### src/design/msr_defs.svh
// Constants for the motion status and read-back block
`ifndef MSR_DEFS_SVH
`define MSR_DEFS_SVH
// Command codes
`define MSR_CMD_START_MOTION     8'h01
`define MSR_CMD_ARM_INDEX        8'h03
`define MSR_CMD_FILTER_UPDATE    8'h04
`define MSR_CMD_EIGHT_BIT        8'h05
`define MSR_CMD_TWELVE_BIT       8'h06
`define MSR_CMD_RD_DES_VEL       8'h07
`define MSR_CMD_RD_DES_POS       8'h08
`define MSR_CMD_RD_INDEX_POS     8'h09
`define MSR_CMD_RD_REAL_POS      8'h0A
`define MSR_CMD_RD_REAL_VEL      8'h0B
`define MSR_CMD_RD_SIGNALS       8'h0C
`define MSR_CMD_STOP_ON_ERR      8'h1A
`define MSR_CMD_INT_ON_ERR       8'h1B
`define MSR_CMD_CLEAR_INT        8'h1D
`define MSR_CMD_LOAD_TRAJ        8'h1F
// Byte counts of sequences
`define MSR_BYTES_LONG           3'h4
`define MSR_BYTES_SHORT          3'h2
`define MSR_BYTES_CTRL           3'h2
// Control word upper-byte field positions
`define MSR_CTRL_FWD_BIT         4
`define MSR_CTRL_VEL_BIT         3
// Busy time after an accepted write
`define MSR_CLK_MHZ              40
`define MSR_BUSY_NS              100
`define MSR_BUSY_CYC             ((`MSR_BUSY_NS * `MSR_CLK_MHZ + 999) / 1000)
`endif

### src/design/msr_pkg.sv
// Types for the motion status and read-back block
package msr_pkg;
  typedef enum logic [1:0] {ST_IDLE, ST_WRITE, ST_READ} msr_seq_e;
  typedef struct packed {
    msr_seq_e    seq;
    logic [2:0]  left;
    logic [31:0] shreg;
    logic        pend_fwd;
    logic        pend_vel;
    logic [3:0]  busy_cnt;
    logic [5:0]  flags;     // 6 breakpoint .. 1 command error
    logic        traj_src;
    logic        host_int;
    logic        arm;
    logic        accel;
    logic        filt_upd;
    logic        fwd;
    logic        vel;
    logic        on_target;
    logic        stop_err;
    logic        eight;
    logic [31:0] idx_pos;
    logic [7:0]  db_out;
    logic        db_oe;
    logic        rd_act;
    logic        wr_act;
    logic        start;
  } msr_state_s;
endpackage

### src/design/msr_status_readback.sv
// Host-port status byte, signals word and data read-back logic
`timescale 1ns/100ps
`default_nettype none
`include "msr_defs.svh"
module msr_status_readback #(
  parameter logic [3:0] BUSY_CYC = 4'(`MSR_BUSY_CYC)
) (
  // Clock and reset
  input  wire logic        core_clk,
  input  wire logic        reset,
  // Host parallel port
  input  wire logic        cs_n,
  input  wire logic        port_select_n,
  input  wire logic        rd_n,
  input  wire logic        wr_n,
  input  wire logic [7:0]  db_in,
  output logic      [7:0]  db_out,
  output logic             db_oe,
  output logic             host_int,
  // Core events and levels
  input  wire logic        core_busy,
  input  wire logic        index_pulse,
  input  wire logic        traj_done,
  input  wire logic        breakpoint_hit,
  input  wire logic        pos_error,
  input  wire logic        wraparound,
  input  wire logic        motor_off,
  input  wire logic        accel_written,
  input  wire logic        sample_end,
  input  wire logic [5:0]  int_mask,
  // Core values
  input  wire logic [31:0] desired_pos,
  input  wire logic [31:0] real_pos,
  input  wire logic [31:0] desired_vel,
  input  wire logic [15:0] real_vel,
  // Mode outputs and start pulse to the core
  output logic             eight_bit_mode,
  output logic             stop_on_error,
  output logic             start_motion
);

  msr_pkg::msr_state_s q;
  msr_pkg::msr_state_s d;
  logic        busy;
  logic        rd_now;
  logic        wr_now;
  logic        rd_take;
  logic        wr_take;
  logic        err_evt;
  logic        idx_evt;
  logic        traj_evt;
  logic        src_now;
  logic [5:0]  ev;
  logic [7:0]  status;
  logic [15:0] signals;
  logic        cmd_ok;

  // Status byte and signals word views of the current state
  assign status  = {motor_off, q.flags, busy};
  assign signals = {q.host_int, q.accel, q.filt_upd, q.fwd, q.vel, q.on_target,
                    q.stop_err, q.eight, status[7:1], q.arm};

  // Command write that the logic below really executes; a status read wins
  assign cmd_ok = wr_take & !port_select_n & !busy & !rd_take;

  // Next state: sample-end clear, then host access, then core events so a set wins a clear, except that an index capture clears arm over an arm command
  always_comb begin
    d        = q;
    busy     = core_busy | (q.busy_cnt != 4'h0);
    rd_now   = !cs_n & !rd_n;
    wr_now   = !cs_n & !wr_n;
    rd_take  = rd_now & !q.rd_act;
    wr_take  = wr_now & !q.wr_act;
    err_evt  = 1'b0;
    d.rd_act = rd_now;
    d.wr_act = wr_now;
    d.db_oe  = rd_now;
    d.start  = 1'b0;
    if (q.busy_cnt != 4'h0) begin
      d.busy_cnt = q.busy_cnt - 4'h1;
    end
    // Filter-update flag lives one sample interval
    if (sample_end) begin
      d.filt_upd = 1'b0;
    end
    if (rd_take & !port_select_n) begin
      // Status read needs no command and is allowed even when busy
      d.db_out = status;
    end else if (!busy) begin
      if (wr_take & !port_select_n) begin
        // Any command ends the old sequence, finished or not
        d.seq      = msr_pkg::ST_IDLE;
        d.left     = 3'h0;
        d.busy_cnt = BUSY_CYC;
        case (db_in)
          `MSR_CMD_CLEAR_INT: begin
            d.flags    = 6'h00;
            d.host_int = 1'b0;
          end
          `MSR_CMD_ARM_INDEX: begin
            d.arm = 1'b1;
          end
          `MSR_CMD_LOAD_TRAJ: begin
            d.seq  = msr_pkg::ST_WRITE;
            d.left = `MSR_BYTES_CTRL;
          end
          `MSR_CMD_START_MOTION: begin
            d.start     = 1'b1;
            d.fwd       = q.pend_fwd;
            d.vel       = q.pend_vel;
            d.on_target = 1'b0;
            d.accel     = 1'b0;
          end
          `MSR_CMD_FILTER_UPDATE: begin
            d.filt_upd = 1'b1;
          end
          `MSR_CMD_STOP_ON_ERR: begin
            d.stop_err = 1'b1;
          end
          `MSR_CMD_INT_ON_ERR: begin
            d.stop_err = 1'b0;
          end
          `MSR_CMD_EIGHT_BIT: begin
            d.eight = 1'b1;
          end
          `MSR_CMD_TWELVE_BIT: begin
            d.eight = 1'b0;
          end
          // Reporting commands snapshot their value, left-justified
          `MSR_CMD_RD_SIGNALS: begin
            d.seq   = msr_pkg::ST_READ;
            d.left  = `MSR_BYTES_SHORT;
            d.shreg = {signals, 16'h0000};
          end
          `MSR_CMD_RD_INDEX_POS: begin
            d.seq   = msr_pkg::ST_READ;
            d.left  = `MSR_BYTES_LONG;
            d.shreg = q.idx_pos;
          end
          `MSR_CMD_RD_DES_POS: begin
            d.seq   = msr_pkg::ST_READ;
            d.left  = `MSR_BYTES_LONG;
            d.shreg = desired_pos;
          end
          `MSR_CMD_RD_REAL_POS: begin
            d.seq   = msr_pkg::ST_READ;
            d.left  = `MSR_BYTES_LONG;
            d.shreg = real_pos;
          end
          `MSR_CMD_RD_DES_VEL: begin
            d.seq   = msr_pkg::ST_READ;
            d.left  = `MSR_BYTES_LONG;
            d.shreg = desired_vel;
          end
          `MSR_CMD_RD_REAL_VEL: begin
            d.seq   = msr_pkg::ST_READ;
            d.left  = `MSR_BYTES_SHORT;
            d.shreg = {real_vel, 16'h0000};
          end
          default: begin
            // Other codes belong to the core; sequence simply ends
          end
        endcase
      end else if (wr_take) begin
        // Data byte write
        case (q.seq)
          msr_pkg::ST_READ: begin
            err_evt = 1'b1;
          end
          msr_pkg::ST_WRITE: begin
            d.busy_cnt = BUSY_CYC;
            if (q.left == `MSR_BYTES_CTRL) begin
              d.pend_fwd = db_in[`MSR_CTRL_FWD_BIT];
              d.pend_vel = db_in[`MSR_CTRL_VEL_BIT];
            end
            d.left = q.left - 3'h1;
            if (q.left == 3'h1) begin
              d.seq = msr_pkg::ST_IDLE;
            end
          end
          default: begin
            // Stray writes outside a sequence go to the core unchecked
          end
        endcase
      end else if (rd_take) begin
        // Data byte read, most significant byte first
        case (q.seq)
          msr_pkg::ST_WRITE: begin
            err_evt = 1'b1;
          end
          msr_pkg::ST_READ: begin
            d.db_out = q.shreg[31:24];
            d.shreg  = {q.shreg[23:0], 8'h00};
            d.left   = q.left - 3'h1;
            if (q.left == 3'h1) begin
              d.seq = msr_pkg::ST_IDLE;
            end
          end
          default: begin
            // Idle read returns the buffer unchanged
          end
        endcase
      end
    end
    // Reads refused while busy leave db_out as it stands
    // Index capture only when armed
    idx_evt = index_pulse & q.arm;
    if (idx_evt) begin
      d.idx_pos = real_pos;
      d.arm     = 1'b0;
    end
    // Trajectory complete follows a rise of motor-off or on-target
    src_now    = motor_off | q.on_target;
    d.traj_src = src_now;
    traj_evt   = src_now & !q.traj_src;
    if (traj_done) begin
      d.on_target = 1'b1;
    end
    if (accel_written) begin
      d.accel = 1'b1;
    end
    // Flags set regardless of mask; mask only gates the pin
    ev       = {breakpoint_hit, pos_error, wraparound, idx_evt, traj_evt, err_evt};
    d.flags  = d.flags | ev;
    if ((ev & int_mask) != 6'h00) begin
      d.host_int = 1'b1;
    end
  end

  // State register
  always_ff @(posedge core_clk or posedge reset) begin
    if (reset) begin
      q       <= '0;
      q.eight <= 1'b1;
    end else begin
      q <= d;
    end
  end

  // Outputs straight from state flip-flops
  assign db_out         = q.db_out;
  assign db_oe          = q.db_oe;
  assign host_int       = q.host_int;
  assign eight_bit_mode = q.eight;
  assign stop_on_error  = q.stop_err;
  assign start_motion   = q.start;
endmodule
`default_nettype wire

### config.mk
export PLATFORM = sky130hd
export DESIGN_NAME = msr_status_readback
export DESIGN_NICKNAME = d
export VERILOG_FILES = /design/src/design/msr_pkg.sv /design/src/design/msr_status_readback.sv
export VERILOG_INCLUDE_DIRS = /design/src /design/src/design
export SDC_FILE = /design/constraint.sdc
export NUM_CORES = 1
export LEC_CHECK = 0
export BUFFER_PORTS_ARGS = -buffer_cell sky130_fd_sc_hd__buf_2
export CORE_MARGIN = 2
export CORE_UTILIZATION = 40
export DETAILED_ROUTE_END_ITERATION = 12
export PLACE_DENSITY = 0.73
export RECOVER_POWER = 25
export SLEW_MARGIN = 20
export SYNTH_ARGS = -nofsm -noshare
export SYNTH_HDL_FRONTEND = slang
export SYNTH_SLANG_ARGS = --single-unit
### constraint.sdc
create_clock -name core_clk -period 8.4 [get_ports core_clk]
set_clock_uncertainty 0.2 [all_clocks]
set_input_delay 1.26 -clock core_clk [delete_from_list [all_inputs] [get_ports core_clk]]
set_output_delay 1.26 -clock core_clk [all_outputs]
set_load 0.005 [all_outputs]
==> results of run 1 <==
cells in the mapped netlist (all sizes together), types with 13 or more instances:
library cell    n  area share [%]
dfrtp         101              42
mux2           69              13
nor2           48             3.1
a22oi          42             5.3
mux2i          39             6.5
nand2          38             2.4
buf            29             2.8
inv            28             1.8
o21ai          27             2.3
clkbuf         21             1.3
o22ai          14             1.5
nand3          13             1.1
kinds of logic (layout without fill, tap and decap cells):
| logic type | Yosys count | after routing | share of synthesized area (%) |
|---|---|---|---|
| compound gates | 151 | 151 | 18.1 |
| simple gates | 142 | 142 | 12.4 |
| mux | 108 | 108 | 19.6 |
| flops | 102 | 102 | 42.8 |
| buf+inv | 78 | 208 | 5.86 |
| fa+ha+maj | 5 | 5 | 1.05 |
| xor+xnor | 1 | 1 | 0.147 |
layout make-up:
type                       count  area share, %
timing repair buffer         164           11.9
clock inverter                 6          0.636
inverter                      28           1.50
tap                          184           3.25
clock buffer                  10           3.23
sequential                   102           36.1
multi-input combinational    407           43.4
worst max-delay path: stages:
cell and delay [ns]:
buf_2 0.08, buf_4 0.48, and4b_1 0.82, a21oi_1 0.16
a2bb2oi_2 0.22, nor4_4 0.14, buf_4 0.47, mux2_2 0.39
layer usage:
layer	vias up	wire (um)	track usage, %
met1	2569	7530	29.6
met5	-	0	0
met3	23	1020	5.01
met4	0	329	5.82
li1	2415	-	-
met2	199	7840	32.8
placed cells by master, fill, tap and decap left out, types with 4 or more instances in the layout:
cell       count
buf_2        151
dfrtp_1      101
mux2_2        57
nor2_1        47
a22oi_1       42
mux2i_1       39
nand2_1       37
inv_1         27
o21ai_0       25
o22ai_1       14
nand3_1       13
mux2_1        12
a21oi_1       11
buf_4         11
o221ai_1      10
a21o_1         9
clkbuf_16      9
o2bb2ai_1      8
o211ai_1       7
a22o_1         6
nor2b_1        5
nand2b_1       5
nor3_1         5
a32oi_1        5
ha_1           5
nor4_1         4
registers in the layout (all words and copies together), names as in the netlist:
name / count
db_out: 8
start_motion: 1
eight_bit_mode: 1
host_int: 1
stop_on_error: 1
q: 90
path summary, 6_finish.rpt:
path / startpoint / to / cells past startpoint
max: db_in[0] / q[79] / 8
min: db_out[3] / db_out[3] / 2
max reg2reg: q[60] / host_int / 6
min reg2reg: db_out[3] / db_out[3] / 2
max in group asynchronous: reset / q[41] / 3
min in group asynchronous: reset / q[1] / 2
stage by stage:
stage	power, mW	worst slack [ns]	cells	hold slack, ns	util (%)
after global routing	1.18	4.25	901	0.308	48.7
after detailed placement	0.731	4.07	885	0.268	46.8
after CTS	1.13	4.44	901	0.286	48.7
final	1.12	4.40	901	0.276	48.7
after floorplan	0.663	4.27	587	0.250	-
after global placement	0.727	4.17	885	0.263	46.8
power breakdown:
group	total [mW]	switching, mW	internal (mW)
combinational	0.190	0.104	0.0859
clock	0.401	0.198	0.203
sequential	0.532	0.0184	0.514
total	1.12	0.321	0.803
==> impl_metrics.py, run 1 <==
metrics = {
    "cells_and_area": {
        "drive_gt1_share_pct": 34.6,
        "regArea_sq_um": 2550,
        "fillerInstances": 1413,
        "design_area_sq_um": 7080,
        "area_growth_pct": 18.8,
        "antenna_cells": 0,
        "nNetsFinal": 858,
        "multi_input_area_sq_um": 3070,
    },
    "critical_path": {
        "critPathMaxFanout": 48,
        "critPathCaptureType": "flop",
        "worstSetupPathType": "input pin to flop",
        "cp_data_required_time_ns": 8.45,
        "cp-start-kind": "input pin",
        "worstPathArrival_ns": 4.04,
        "reg2reg_setup_slack_ns": 5.66,
    },
    "clocking": {
        "clk_latency_ns": 0.35,
        "path_clk_slew_ns": 0.08,
        "htreeDepth": 3,
        "cts_buffer_depth": 2,
        "cts_setup_buffers": 0,
        "ctsResizeCount": 0,
        "root_buffer": "clkbuf_16",
        "cts_buffers": 9,
        "cts.sinks": 102,
        "cts_tree": "done",
        "ctsHoldBuffers": 0,
    },
    "sta": {
        "fin_crit_ns": 4.00,
        "hold_viol_final": 0,
        "fmax_ghz": 0.250,
        "setup_tns_ns": 0,
        "setup_viol": 0,
        "finalCritPeriodShare_pct": 47.6,
        "worst_slew_pin_slew_ns": 2.56,
        "slew-limit-headroom_pct": -71.4,
        "rsz0062_at_grt": "no",
        "finalMaxSlewViolations": 58,
    },
    "detailed_routing": {
        "drt_first_pass_iters": 6,
        "wirelength_um": 16700,
        "vias": 5206,
        "wire_per_inst_um": 18.6,
        "drc_errors": 0,
        "routed_via_density": 5.78,
        "drt_iter0_drc": 472,
        "ant_nets": 0,
    },
    "synth": {
        "ys_warn_count": 0,
        "netlist_instances": 587,
        "syn_area_per_cell_sq_um": 10.2,
        "synth_edf_count": 0,
        "synthFlopType": "dfrtp_1",
        "synth_fp_nets": 733,
        "synthArstFlopShare_pct": 100,
        "netlist_area_sq_um": 5960,
        "seq_area_frac_synth_pct": 42.8,
        "ys_ff_latch": 102,
        "synth_cell_types": 56,
    },
    "floorplanning": {
        "num_rows": 44,
        "fp.coreArea_sq_um": 14500,
        "start_util_pct": 41.0,
        "die_h_um": 126,
        "fp.dieW_um": 126,
        "dieArea_sq_um": 15900,
        "io_pins": 154,
    },
    "power": {
        "ir_drop_mv": 0.0916,
        "p_leak_nw": 3.27,
        "power_density_nw_per_um2": 159,
    },
    "run_status": {
        "failed_checks": "capacitance limit, slew limit",
        "status": "finished with violations",
    },
    "placement": {
        "dp.final_hpwl_um": 12200,
        "gp_congestion": 0.860,
        "port_buffers": 153,
        "postPlaceCellArea_sq_um": 6810,
    },
    "global_route": {
        "grt_max_degree": 58,
        "antenna_found_initial": 0,
        "grt_pass1_vias": 5046,
        "grt_usage_pct": 21.1,
        "grt_pass1_wl_um": 26700,
        "grt-ovfl-total": 0,
    },
    "worst_hold_path": {
        "hp-class": "flop to flop",
    },
    "job": {
        "maxCapViolCount": 1,
    },
}
No activity file was read; power rests on OpenSTA's default activity.
==> inputs of run 2 (changes only) <==
--- a/config.mk
+++ b/config.mk
@@ -6,6 +6,7 @@
 export SDC_FILE = /design/constraint.sdc
 export NUM_CORES = 1
 export LEC_CHECK = 0
+export ABC_AREA = 1
 export BUFFER_PORTS_ARGS = -buffer_cell sky130_fd_sc_hd__buf_2
 export CORE_MARGIN = 2
 export CORE_UTILIZATION = 40
==> constraint.sdc (replaced) <==
create_clock -name core_clk -period 3.9 [get_ports core_clk]
set_clock_uncertainty 0.2 [all_clocks]
set_input_delay 0.585 -clock core_clk [delete_from_list [all_inputs] [get_ports core_clk]]
set_output_delay 0.585 -clock core_clk [all_outputs]
set_load 0.005 [all_outputs]
==> run 2 against run 1 <==
Against the previous run: the run still ends with capacitance limit, slew limit left; sequential power rose to 2.5 times the previous value; non-clock buffer count fell by 3; via count increased by 21%; critical path depth down 6; die area is 6.5% higher; first-iteration DRC count down 0.64%; highest routed layer is now met5.
==> impl_metrics.py, run 2 <==
metrics = {
    "worst_hold_path": {
        "holdPathEnd": "q[1]",
        "hold_path.startpoint": "wr_n",
        "holdPathStages": 2,
        "hp-class": "input pin to flop",
    },
    "critical_path": {
        "slowest_stage": "inv_1",
        "reg2reg_setup_slack_ns": 1.10,
        "cp_data_required_time_ns": 3.58,
        "cp_top_family": "buffers and inverters",
        "reg2reg_to": "q[85]",
        "worstPathArrival_ns": 2.60,
        "path_cells": "buf_2 > inv_1",
        "cpPeakStageDelay_ns": 1.86,
        "startpoint": "reset",
        "r2r_cells": 9,
        "cp-start-kind": "input pin",
        "crit_buf_inv": 2,
        "critPathMaxFanout": 67,
        "r2r_start": "q[60]",
        "worstSetupPathType": "input pin to asynchronous set/reset pin",
        "critPathCaptureType": "asynchronous set/reset pin",
    },
    "detailed_routing": {
        "vias": 6284,
        "drc_errors": 0,
        "wire_per_inst_um": 14.2,
        "drt_first_pass_iters": 5,
        "ant_nets": 0,
        "wirelength_um": 17900,
        "drt_iter0_drc": 469,
        "routed_via_density": 4.98,
    },
    "power": {
        "clockPowerShare_pct": 31.3,
        "power_frac_seq_pct": 49.5,
        "combinationalPowerShare_pct": 19.1,
        "power_density_nw_per_um2": 363,
        "switching_power_mw": 0.801,
        "intPower_mw": 1.90,
        "p_leak_nw": 4.07,
        "p_total_mw": 2.70,
        "switching_share_pct": 29.7,
        "ir_drop_mv": 0.213,
    },
    "synth": {
        "synth_common_cells": "nand2_1 (297), inv_1 (121), dfrtp_1 (101), nand3_1 (96), nor2_1 (76)",
        "synth_edf_count": 0,
        "post-synth-top-count-cell": "nand2_1",
        "netlist_area_sq_um": 6360,
        "synth_area_leader_cell": "dfrtp_1",
        "synth.area.top_cells": "dfrtp_1 (40%), nand2_1 (18%), nand3_1 (7.6%)",
        "synth_cell_types": 39,
        "ys_warn_count": 0,
        "seq_area_frac_synth_pct": 40.1,
        "synthArstFlopShare_pct": 100,
        "synth_fp_nets": 1069,
        "ys_ff_latch": 102,
        "synthDominantCellAreaShare_pct": 39.7,
        "synthFlopType": "dfrtp_1",
        "netlist_instances": 923,
        "syn_area_per_cell_sq_um": 6.89,
    },
    "placement": {
        "port_buffers": 153,
        "dp.final_hpwl_um": 13100,
        "gp_congestion": 0.918,
        "dp_slack_ns": 1.00,
    },
    "floorplanning": {
        "fp.coreArea_sq_um": 15700,
        "die_h_um": 130,
        "fp.dieW_um": 130,
        "num_rows": 46,
        "io_pins": 154,
        "dieArea_sq_um": 16900,
        "start_util_pct": 40.5,
    },
    "cells_and_area": {
        "final_common_cell": "nand2_1",
        "nNetsFinal": 1189,
        "area_growth_pct": 16.9,
        "drive_gt1_share_pct": 20.6,
        "final_util_pct": 47.3,
        "fillerInstances": 1595,
        "layout_common_cells": "nand2_1 (297), buf_2 (153), inv_1 (121)",
        "antenna_cells": 0,
        "regMostFlops": "q",
        "largest_reg_flops": 90,
    },
    "global_route": {
        "grt-busiest-layer": "met2",
        "grt_pass1_wl_um": 29100,
        "grt_pass1_vias": 5839,
        "use_met1_pct": 30.6,
        "antenna_found_initial": 1,
        "grt-ovfl-total": 0,
        "grt_max_degree": 69,
        "grtUsageMet2_pct": 34.4,
        "grt_use_met3_pct": 4.39,
        "grt_usage_pct": 22.0,
    },
    "clocking": {
        "htreeDepth": 3,
        "ctsHoldBuffers": 0,
        "ctsResizeCount": 0,
        "root_buffer": "clkbuf_16",
        "cts.sinks": 102,
        "path_clk_slew_ns": 0.07,
        "clk_latency_ns": 0.34,
        "cts_setup_buffers": 0,
        "cts_buffers": 9,
        "cts_buffer_depth": 2,
        "cts_tree": "done",
    },
    "sta": {
        "rsz0062_at_grt": "no",
        "finalCritPeriodShare_pct": 74.9,
        "worst_slew_pin_slew_ns": 2.68,
        "worst_slack_ns": 0.977,
        "hold_slack_ns": 0.201,
        "setup_tns_ns": 0,
        "fmax_ghz": 0.342,
        "slew-limit-headroom_pct": -78.8,
        "finalMaxSlewViolations": 67,
        "setup_viol": 0,
        "fin_crit_ns": 2.92,
        "hold_viol_final": 0,
    },
    "run_status": {
        "status": "finished with violations",
        "failed_checks": "capacitance limit, slew limit",
    },
    "job": {
        "maxCapViolCount": 1,
    },
}
[run 2: changes by cell type after synthesis, moves of 10 or more]
| cell | delta |
|---|---|
| nor2_1 | +29 |
| o22ai_1 | -14 |
| nand3_1 | +83 |
| buf_2 | +10 |
| mux2_1 | -12 |
| mux2_2 | -57 |
| inv_1 | +93 |
| mux2i_1 | -39 |
| a22oi_1 | -41 |
| o21ai_0 | +31 |
| nand2_1 | +260 |
| nand4_1 | +25 |
| a21oi_2 | +14 |
| o221ai_1 | -10 |
[run 2: how the worst max path moves through the flow]
| stage | cells past startpoint | end | slack [ns] |
|---|---|---|---|
| 6_report | 2 | q[70] | 0.98 |
| 3_5_place_dp | 12 | q[85] | 1.00 |
| 2_1_floorplan | 1 | db_out[0] | 0.44 |
| 4_1_cts | 9 | q[85] | 1.09 |
| 5_1_grt | 2 | q[38] | 0.45 |
| 3_3_place_gp | 12 | q[84] | 1.04 |
[run 2: kinds of logic after synthesis]
group / share of synthesized area, %
buf+inv: 12.1
compound gates: 10.8
simple gates: 35.6
fa+ha+maj: 0.983
flops: 40.1
xor+xnor: 0.413
[run 2: per-stage QoR]
stage	cells	cell area, sq um
floorplan	923	6360
global placement	1248	7180
detailed placement	1248	7180
CTS	1262	7440
global route	1262	7440
finish	1262	7440
[run 2: area by class of cell]
cell class              count  area, sq um  area share, %
clock buffers              11          243           3.26
flip-flops and latches    102         2550           34.3
repair buffers            161          838           11.3
clock inverters             3         21.3          0.286
inverters                 125          469           6.31
multi-input cells         644         3040           40.9
well taps                 216          270           3.63
[run 2: metal layers]
layer	vias to the layer above	wire (um)	part of all wire, %
met5	-	13	0.073
met4	2	386	2.2
met3	32	1320	7.4
met2	240	8210	46
met1	2871	7990	45
li1	3139	-	-
[run 2: power by group through the flow]
stage	logic, mW	registers, mW	clock network, mW
global placement	0.504	1.35	0
floorplan	0.362	1.33	0
finish	0.516	1.34	0.845
CTS	0.521	1.33	0.850
global route	0.611	1.36	0.895
detailed placement	0.520	1.35	0
